File: src/rtl/asp_pkg.sv
// Function
// left-justified MSB on first edge after frame
// right-justified LSB on last edge before frame
// I2S MSB on second edge after frame
// idle bit clocks tolerated per format
// DSP MSB on edge one or two
// DSP right data follows left without gap
// host DSP pulse shorter than sample period
// phase swap moves data to right phase
// format field selects RJ, LJ, I2S, DSP
// word length field selects 16/20/24/32 bits
// frame polarity inverts frame outside DSP
// bit clock polarity inverts bit clock sense
// master select drives bit clock and frame
// bit clock divider 1 to 32
// short bit clock pulse at frame end allowed
// clock scaler divides source 1 to 12
// clock source picks master clock or PLL
// every format sends MSB first
// slave follows host clocks, pins undriven
// data changes on falling bit clock edge
// unused bit slots drive data low
package asp_pkg;
  localparam logic [6:0] REG_SERIAL_FORMAT = 7'h04;
  localparam logic [6:0] REG_CLOCK_GEN = 7'h06;
  localparam logic [8:0] SFC_RESET = 9'h050;
  localparam logic [8:0] CGC_RESET = 9'h140;
  localparam logic [8:0] SFC_MASK = 9'h1fa;
  localparam logic [8:0] CGC_MASK = 9'h1fd;
  localparam int SWAP_BIT = 1;
  localparam int FMT_LSB = 3;
  localparam int WL_LSB = 5;
  localparam int FPOL_BIT = 7;
  localparam int BPOL_BIT = 8;
  localparam int MS_BIT = 0;
  localparam int BDIV_LSB = 2;
  localparam int SCALE_LSB = 5;
  localparam int CSRC_BIT = 8;
  localparam logic [2:0] BDIV_MAX = 3'h5;
  localparam int FRAME_BITS_DEF = 64;
  localparam int FIFO_DEPTH_DEF = 8;
  localparam int SAMPLE_W = 32;
  // scaler ratios held in half steps so that 1.5 stays exact
  localparam logic [4:0] SCALE_HALF [8] =
    '{5'h02, 5'h03, 5'h04, 5'h06, 5'h08, 5'h0c, 5'h10, 5'h18};
  localparam logic [6:0] WL_BITS [4] = '{7'h10, 7'h14, 7'h18, 7'h20};
  typedef enum logic [1:0] {
    FMT_RJ = 2'b00,
    FMT_LJ = 2'b01,
    FMT_I2S = 2'b10,
    FMT_DSP = 2'b11
  } asp_fmt_type;
endpackage : asp_pkg

File: src/rtl/asp_serial_port.sv
`timescale 1ns/100ps

module asp_fifo #(
  parameter int WIDTH = 32,
  parameter int DEPTH = 8
) (
  input wire logic clk, // system clock
  input wire logic sys_rst, // synchronous reset
  input wire logic in_valid, // word offered
  input wire logic [WIDTH-1:0] in_data, // word in
  output logic in_ready, // room for a word
  input wire logic out_ready, // drain takes word
  output logic out_valid, // word available
  output logic [WIDTH-1:0] out_data // oldest word
);
  localparam int AW = $clog2(DEPTH);
  logic [WIDTH-1:0] mem [DEPTH];
  logic [AW-1:0] wr_q;
  logic [AW-1:0] rd_q;
  logic [AW:0] cnt_q;
  logic rdy_q;
  wire push = in_valid && in_ready;
  wire pop = out_ready && out_valid;
  wire [AW-1:0] last = AW'(DEPTH - 1);
  wire [AW:0] cnt_d = cnt_q + (AW+1)'(push) - (AW+1)'(pop);

  // ready taken from the next count, so the port leaves a flip-flop
  assign in_ready = rdy_q;
  assign out_valid = (cnt_q != '0);
  assign out_data = mem[rd_q];

  always_ff @(posedge clk) begin
    if (push) mem[wr_q] <= in_data;
  end

  always_ff @(posedge clk) begin
    if (sys_rst) begin
      wr_q <= '0;
      rd_q <= '0;
      cnt_q <= '0;
      rdy_q <= 1'b1;
    end else begin
      if (push) wr_q <= (wr_q == last) ? '0 : wr_q + AW'(1);
      if (pop) rd_q <= (rd_q == last) ? '0 : rd_q + AW'(1);
      cnt_q <= cnt_d;
      rdy_q <= (cnt_d != (AW+1)'(DEPTH));
    end
  end
endmodule : asp_fifo

module asp_serial_port import asp_pkg::*; #(
  parameter int FRAME_BITS = FRAME_BITS_DEF,
  parameter int FIFO_DEPTH = FIFO_DEPTH_DEF
) (
  input wire logic clk, // system clock
  input wire logic sys_rst, // synchronous reset
  input wire logic reg_wr_en, // register write strobe
  input wire logic [6:0] reg_addr, // register address
  input wire logic [8:0] reg_wr_data, // register write data
  output logic [8:0] reg_rd_data, // read data, one cycle late
  input wire logic mclk_tick, // one pulse per master clock edge
  input wire logic pll_tick, // one pulse per PLL clock edge
  input wire logic sample_in_valid, // converted sample offered
  input wire logic [SAMPLE_W-1:0] sample_in_data, // MSB aligned
  output logic sample_in_ready, // buffer has room
  input wire logic bitclk_pin_in, // bit clock pin level
  output logic bitclk_pin_out, // bit clock drive value
  output logic bitclk_pin_oe, // bit clock driven
  input wire logic frame_sync_pin_in, // frame pin level
  output logic frame_sync_pin_out, // frame drive value
  output logic frame_sync_pin_oe, // frame driven
  output logic sample_serial_out // serial data
);
  // ---------------------------------------------------------------
  // registers
  // ---------------------------------------------------------------
  logic [8:0] sfc_q;
  logic [8:0] cgc_q;
  logic [8:0] rd_q;
  wire sel_sfc = (reg_addr == REG_SERIAL_FORMAT);
  wire sel_cgc = (reg_addr == REG_CLOCK_GEN);
  wire [8:0] rd_d = sel_sfc ? sfc_q : (sel_cgc ? cgc_q : 9'h000);

  always_ff @(posedge clk) begin
    if (sys_rst) begin
      sfc_q <= SFC_RESET;
      cgc_q <= CGC_RESET;
      rd_q <= 9'h000;
    end else begin
      if (reg_wr_en && sel_sfc) sfc_q <= reg_wr_data & SFC_MASK;
      if (reg_wr_en && sel_cgc) cgc_q <= reg_wr_data & CGC_MASK;
      rd_q <= rd_d;
    end
  end

  wire swap = sfc_q[SWAP_BIT];
  wire [1:0] fmt = sfc_q[FMT_LSB+:2];
  wire [1:0] wl = sfc_q[WL_LSB+:2];
  wire fpol = sfc_q[FPOL_BIT];
  wire bpol = sfc_q[BPOL_BIT];
  wire ms = cgc_q[MS_BIT];
  wire [2:0] bdiv_raw = cgc_q[BDIV_LSB+:3];
  wire [2:0] scale = cgc_q[SCALE_LSB+:3];
  wire csrc = cgc_q[CSRC_BIT];
  wire dsp = (fmt == FMT_DSP);
  wire i2s = (fmt == FMT_I2S);
  wire [6:0] wlen = WL_BITS[wl];
  // reserved divider codes behave as the slowest legal one
  wire [2:0] bdiv = (bdiv_raw > BDIV_MAX) ? BDIV_MAX : bdiv_raw;

  // ---------------------------------------------------------------
  // clock generation
  // ---------------------------------------------------------------
  logic [5:0] acc_q;
  logic [4:0] div_q;
  logic bclk_gen_q;
  logic frm_gen_q;
  logic [6:0] gcnt_q;
  logic bpin_q;
  logic fpin_q;
  logic oe_q;
  wire src_tick = csrc ? pll_tick : mclk_tick;
  wire [5:0] half = {1'b0, SCALE_HALF[scale]};
  wire [5:0] acc_sum = acc_q + 6'h02;
  wire sc_tick = src_tick && (acc_sum >= half);
  wire [5:0] acc_d = !src_tick ? acc_q :
                     (sc_tick ? acc_sum - half : acc_sum);
  wire [4:0] div_lim = 5'((6'h01 << bdiv) - 6'h01);
  wire div_hit = sc_tick && (div_q == div_lim);
  wire [4:0] div_d = !sc_tick ? div_q : (div_hit ? 5'h00 : div_q + 5'h01);
  wire gen_fall = div_hit && bclk_gen_q;
  wire [6:0] glast = 7'(FRAME_BITS - 1);
  wire [6:0] ghalf = 7'(FRAME_BITS / 2);
  // frame length is whole bit clocks, so no short pulse is produced
  wire [6:0] gcnt_d = !gen_fall ? gcnt_q :
                      ((gcnt_q == glast) ? 7'h00 : gcnt_q + 7'h01);
  wire frm_gen_d = dsp ? (gcnt_d == 7'h00) :
                   (i2s ? (gcnt_d >= ghalf) : (gcnt_d < ghalf));
  wire bclk_gen_d = (ms && div_hit) ? !bclk_gen_q : bclk_gen_q;

  always_ff @(posedge clk) begin
    if (sys_rst) begin
      acc_q <= 6'h00;
      div_q <= 5'h00;
      bclk_gen_q <= 1'b0;
      frm_gen_q <= 1'b0;
      gcnt_q <= 7'h00;
    end else begin
      acc_q <= acc_d;
      div_q <= div_d;
      bclk_gen_q <= bclk_gen_d;
      gcnt_q <= gcnt_d;
      frm_gen_q <= frm_gen_d;
    end
  end

  always_ff @(posedge clk) begin
    if (sys_rst) begin
      bpin_q <= 1'b0;
      fpin_q <= 1'b0;
      oe_q <= 1'b0;
    end else begin
      bpin_q <= bclk_gen_d ^ bpol;
      fpin_q <= frm_gen_d ^ (fpol && !dsp);
      oe_q <= ms;
    end
  end

  // ---------------------------------------------------------------
  // slave pin capture
  // ---------------------------------------------------------------
  logic [1:0] bsync_q;
  logic [1:0] fsync_q;

  always_ff @(posedge clk) begin
    if (sys_rst) begin
      bsync_q <= 2'b00;
      fsync_q <= 2'b00;
    end else begin
      bsync_q <= {bsync_q[0], bitclk_pin_in};
      fsync_q <= {fsync_q[0], frame_sync_pin_in};
    end
  end

  // ---------------------------------------------------------------
  // serialiser
  // ---------------------------------------------------------------
  logic bprev_q;
  logic fprev_q;
  logic [6:0] pos_q;
  logic [6:0] len_q;
  logic [SAMPLE_W-1:0] shift_q;
  logic dout_q;
  logic fifo_valid;
  logic [SAMPLE_W-1:0] fifo_data;
  // DSP pulse width is free; only its rising edge starts a frame
  wire bclk_i = ms ? bclk_gen_q : (bsync_q[1] ^ bpol);
  wire frm_i = ms ? frm_gen_q :
               (fsync_q[1] ^ (fpol && !dsp));
  wire fall_ev = bprev_q && !bclk_i;
  wire new_frm = dsp ? (frm_i && !fprev_q) : (frm_i != fprev_q);
  wire [6:0] pos_d = new_frm ? 7'h00 :
                     ((pos_q == 7'h7f) ? pos_q : pos_q + 7'h01);
  wire left = i2s ? !frm_i : frm_i;
  wire act = swap ? !left : left;
  wire load = fall_ev && new_frm && (dsp || left);
  wire [SAMPLE_W-1:0] word = !load ? shift_q :
                             (fifo_valid ? fifo_data : '0);
  wire [6:0] rj_start = (len_q >= wlen) ? len_q - wlen : 7'h00;
  wire [6:0] dsp_start = (fpol ? 7'h00 : 7'h01) +
                         (swap ? wlen : 7'h00);
  wire [6:0] start = (fmt == FMT_LJ) ? 7'h00 :
                     (i2s ? 7'h01 :
                     (dsp ? dsp_start : rj_start));
  wire [7:0] stop = {1'b0, start} + {1'b0, wlen};
  // everything outside the slot is idle and drives low
  wire in_slot = (dsp || act) && (pos_d >= start) &&
                 ({1'b0, pos_d} < stop);
  wire [4:0] k = 5'(pos_d - start);
  wire bit_d = in_slot && word[5'h1f - k];

  always_ff @(posedge clk) begin
    if (sys_rst) begin
      bprev_q <= 1'b0;
      fprev_q <= 1'b0;
      pos_q <= 7'h00;
      len_q <= 7'h00;
      shift_q <= '0;
      dout_q <= 1'b0;
    end else begin
      bprev_q <= bclk_i;
      if (fall_ev) begin
        fprev_q <= frm_i;
        pos_q <= pos_d;
        if (new_frm) len_q <= pos_q + 7'h01;
        shift_q <= word;
        dout_q <= bit_d;
      end
    end
  end

  asp_fifo #(
    .WIDTH(SAMPLE_W),
    .DEPTH(FIFO_DEPTH)
  ) u_fifo (
    .clk(clk),
    .sys_rst(sys_rst),
    .in_valid(sample_in_valid),
    .in_data(sample_in_data),
    .in_ready(sample_in_ready),
    .out_ready(load),
    .out_valid(fifo_valid),
    .out_data(fifo_data)
  );

  assign reg_rd_data = rd_q;
  assign bitclk_pin_out = bpin_q;
  assign frame_sync_pin_out = fpin_q;
  assign bitclk_pin_oe = oe_q;
  assign frame_sync_pin_oe = oe_q;
  assign sample_serial_out = dout_q;
endmodule : asp_serial_port

File: config.mk
export PLATFORM = sky130hd
export DESIGN_NAME = asp_serial_port
export DESIGN_NICKNAME = d
export VERILOG_FILES = /design/src/rtl/asp_pkg.sv /design/src/rtl/asp_serial_port.sv
export SDC_FILE = /design/constraint.sdc
export NUM_CORES = 1
export LEC_CHECK = 0
export BUFFER_PORTS_ARGS = -buffer_cell sky130_fd_sc_hd__buf_4
export CORE_MARGIN = 10
export CORE_UTILIZATION = 40
export DETAILED_ROUTE_END_ITERATION = 8
export GPL_TIMING_DRIVEN = 0
export PLACE_DENSITY = 0.7
export SYNTH_ARGS = -nofsm -noshare
export SYNTH_HDL_FRONTEND = slang
export SYNTH_SLANG_ARGS = --single-unit
File: constraint.sdc
create_clock -name clk -period 4.26 [get_ports clk]
set_input_delay 0.213 -clock clk [delete_from_list [all_inputs] [get_ports clk]]
set_output_delay 0.213 -clock clk [all_outputs]
set_load 0.1 [all_outputs]
==> flow_summary.toml <==
[status]
status = "complete, no violations"

[sta]
tightest_slew_ps = 819
max_slew_margin_pct = 45.1
grt_setup_unrepaired = "yes"
maxSlewViolCount = 0
timing.final.crit_share_pct = 95.1
min_period_ps = 4050
setup_viol = 0
setup_tns_ps = 0
finClkSkew_ps = 25.4
hold_viol_final = 0
fmax_mhz = 247

[place]
dpl_cell_area_um2 = 17400
hpwlAfterDp_mm = 23.8
placed_cells = 1698
place.gp.congestion = 0.845
port_buffers = 70

[route]
wl_per_cell_um = 19.3
drtIter0Drc = 843
viasPerCell = 5.27
first_pass_iters = 5
wirelength_mm = 34.9
ant_nets = 0
routed-via-count = 9543
drc = 0

[power_and_ir_drop]
ir_drop_uv = 358
power_density_nw_per_um2 = 441
p_leak_uw = 0.00678

[yosys]
ys_ff_latch = 370
syn_inst = 1088
synthesis.area_um2 = 15800
synth_flop_cell = "edfxtp_1"
synth_edf_count = 256
synth.distinct_cells = 68
avgSynthCellArea_um2 = 14.6
async_flop_share_pct = 0
yosys_warnings = 0
synth_nets = 1192
yosysSeqAreaShare_pct = 63.0

[worst_setup_path]
cp_cell_sequence = "buf_2 -> nand2_1 -> nand2_1 -> xnor2_1 -> o21a_1 -> ha_1 -> a21bo_2 -> o21a_1 -> a21oi_2 -> inv_1 -> fa_2 -> xnor2_4 -> mux4_2 -> o2111ai_1 -> a21oi_1 -> o41ai_2"
critPathTopFamily = "compound AO/OA/AOI/OAI gates"
crit_path_end_kind = "flip-flop"
critPathMaxStageDelay_ps = 560
arrival_ps = 4500
start_kind = "flip-flop"
critPathSlowestCell = "mux4_2"
worst-setup-path-type = "flip-flop to flip-flop"
cp.required_ps = 4710
cp_max_fo = 9
cp_num_buf_inv = 2

[global_route]
antenna_found_initial = 0
grt_use_total_pct = 14.6
grt_pass1_vias = 9725
grt-ovfl-total = 0
grt_max_degree = 19
grt_first_pass_wirelength_mm = 55.2

[die]
dieWidth_um = 219
start_util_pct = 40.7
core_um2 = 38900
die_h_um = 219
num_rows = 72
dieArea_um2 = 47900
io_pins = 71

[cts]
ctsHtreeMaxLevel = 2
tritoncts.num_buffers = 39
path_clk_slew_ps = 60
cts.path.max_buffers = 3
clock-sinks = 370
tritoncts = "built"
cts_root_buf = "clkbuf_16"
clock_latency_ps = 540

[finish]
diodes = 0
fillers = 3276
drive_above_1_share_pct = 23.4
syn_to_final_growth_pct = 20.5
instances_no_fill = 1811
finalCoreUtilization_pct = 49.0
nNetsFinal = 1367
finalInstanceArea_um2 = 19100

[worst_hold_path]
min_path_type = "input pin to flip-flop"

[job]
drv_cap = 0
## final timing paths
path | from | endpoint | slack, ps | cells past startpoint
worst max-delay path | sfc_q[3] | sample_serial_out | 210 | 16
worst min-delay path | reg_wr_data[6] | sfc_q[6] | 20 | 4
worst max register to register | sfc_q[3] | sample_serial_out | 210 | 16
worst min register to register | fsync_q[0] | fsync_q[1] | 440 | 1
## cell usage in the layout, fill, tap and decap left out, types with 12 or more instances in the layout
| cell | synthesis | layout |
|---|---|---|
| inv_1 | 39 | 38 |
| nand3_1 | 16 | 16 |
| xnor2_1 | 19 | 18 |
| mux2_2 | 31 | 31 |
| nor2_1 | 113 | 110 |
| dfxtp_1 | 114 | 112 |
| a22oi_1 | 27 | 27 |
| clkbuf_16 | 0 | 39 |
| dlygate4sd3_1 | 0 | 41 |
| edfxtp_1 | 256 | 256 |
| mux2i_1 | 30 | 30 |
| nand2_1 | 52 | 51 |
| buf_6 | 1 | 18 |
| clkbuf_1 | 27 | 32 |
| clkinv_1 | 1 | 12 |
| a21oi_1 | 41 | 40 |
| ha_1 | 43 | 42 |
| buf_4 | 5 | 78 |
| buf_2 | 15 | 14 |
| mux4_2 | 68 | 68 |
| xor2_1 | 20 | 19 |
## layer usage
layer	GRT usage [%]	vias up	share of wire (%)
met4	4.57	0	2.5
met2	24.4	258	48
li1	-	4483	-
met1	18.5	4744	43
met3	3.18	58	6.2
met5	0	-	0
## cell type report
class                   instances  area (µm²)  share of cell area, %
flip-flops and latches        370        9970                   52.3
multi-input cells             626        5600                   29.3
repair buffers                136        1260                   6.62
clock buffers                  46        1010                   5.31
well taps                     518         648                   3.40
plain buffers                  49         228                   1.19
clock inverters                25         199                   1.04
inverters                      41         155                  0.813
## sequential cells by signal (all words and copies together) (netlist names), 2 cells and up, named ones only
register      flops
u_fifo.cnt_q      4
div_q             5
u_fifo.mem      256
sfc_q             7
gcnt_q            7
reg_rd_data       9
shift_q          32
pos_q             7
bsync_q           2
acc_q             6
u_fifo.rd_q       3
u_fifo.wr_q       3
len_q             7
fsync_q           2
cgc_q             8
## power breakdown
group | leakage (µW) | switching, µW | internal [µW] | total [µW]
logic | 0.00295 | 589 | 454 | 1040
clock network | 0.000589 | 1410 | 1830 | 3240
registers | 0.00325 | 78.3 | 4050 | 4130
## through the flow
| step | setup slack (ps) | hold slack [ps] | total power [µW] |
|---|---|---|---|
| 3_5_place_dp | -480 | 430 | 5210 |
| 4_1_cts | 13.7 | 7.02 | 8500 |
| 2_1_floorplan | -23.7 | 312 | 4850 |
| 3_3_place_gp | -1620 | 420 | 5130 |
| 5_1_grt | -52.4 | 28.7 | 8770 |
| 6_report | 210 | 17.4 | 8410 |
## worst register-to-register path, delay by kind of cell, from the launching register on
| family | cells | cell delay, ps |
|---|---|---|
| fa+ha+maj | 2 | 790 |
| mux | 1 | 570 |
| simple gates | 2 | 230 |
| buf+inv | 2 | 290 |
| xor+xnor | 2 | 430 |
| flops | 1 | 290 |
| compound gates | 7 | 1370 |
## repair_timing
item,CTS,global route
hold endpoints to repair,268,0
cloned,0,0
setup endpoints to repair,1,3
gates resized for setup,3,12
setup buffers,2,1
hold buffers,41,0
pin swaps,1,4
## cells by family after synthesis
logic type / after synthesis / share of synthesized area, %
AO/OA/AOI/OAI: 150 / 6.79
XOR/XNOR: 40 / 2.26
adder cells (fa/ha/maj): 48 / 4.03
buffers and inverters: 92 / 2.47
flip-flops: 370 / 63.0
multiplexers: 129 / 13.8
AND/OR/NAND/NOR: 259 / 7.72
## cells in the mapped netlist (4+ instances only)
cell type / number / share of area (%)
edfxtp_1: 256 / 49
dfxtp_1: 114 / 14
nor2_1: 113 / 2.7
mux4_2: 68 / 9.7
nand2_1: 52 / 1.2
ha_1: 43 / 3.4
a21oi_1: 41 / 1.3
inv_1: 39 / 0.92
mux2_2: 31 / 2.2
mux2i_1: 30 / 1.9
a22oi_1: 27 / 1.3
clkbuf_1: 27 / 0.64
xor2_1: 20 / 1.1
xnor2_1: 19 / 1.1
nand3_1: 16 / 0.51
buf_2: 15 / 0.47
nor3_1: 15 / 0.47
nand2b_1: 12 / 0.47
a211oi_1: 11 / 0.52
a21o_1: 11 / 0.52
nor2b_1: 10 / 0.40
o21a_1: 10 / 0.47
o21ai_0: 9 / 0.28
nand4_1: 7 / 0.28
and3_1: 5 / 0.20
buf_4: 5 / 0.24
fa_1: 5 / 0.63
a211o_1: 4 / 0.22
a32oi_1: 4 / 0.22
and2_1: 4 / 0.16
nor3b_1: 4 / 0.19
o22a_1: 4 / 0.22
or2_2: 4 / 0.16
(Power assumes the default switching activity.)
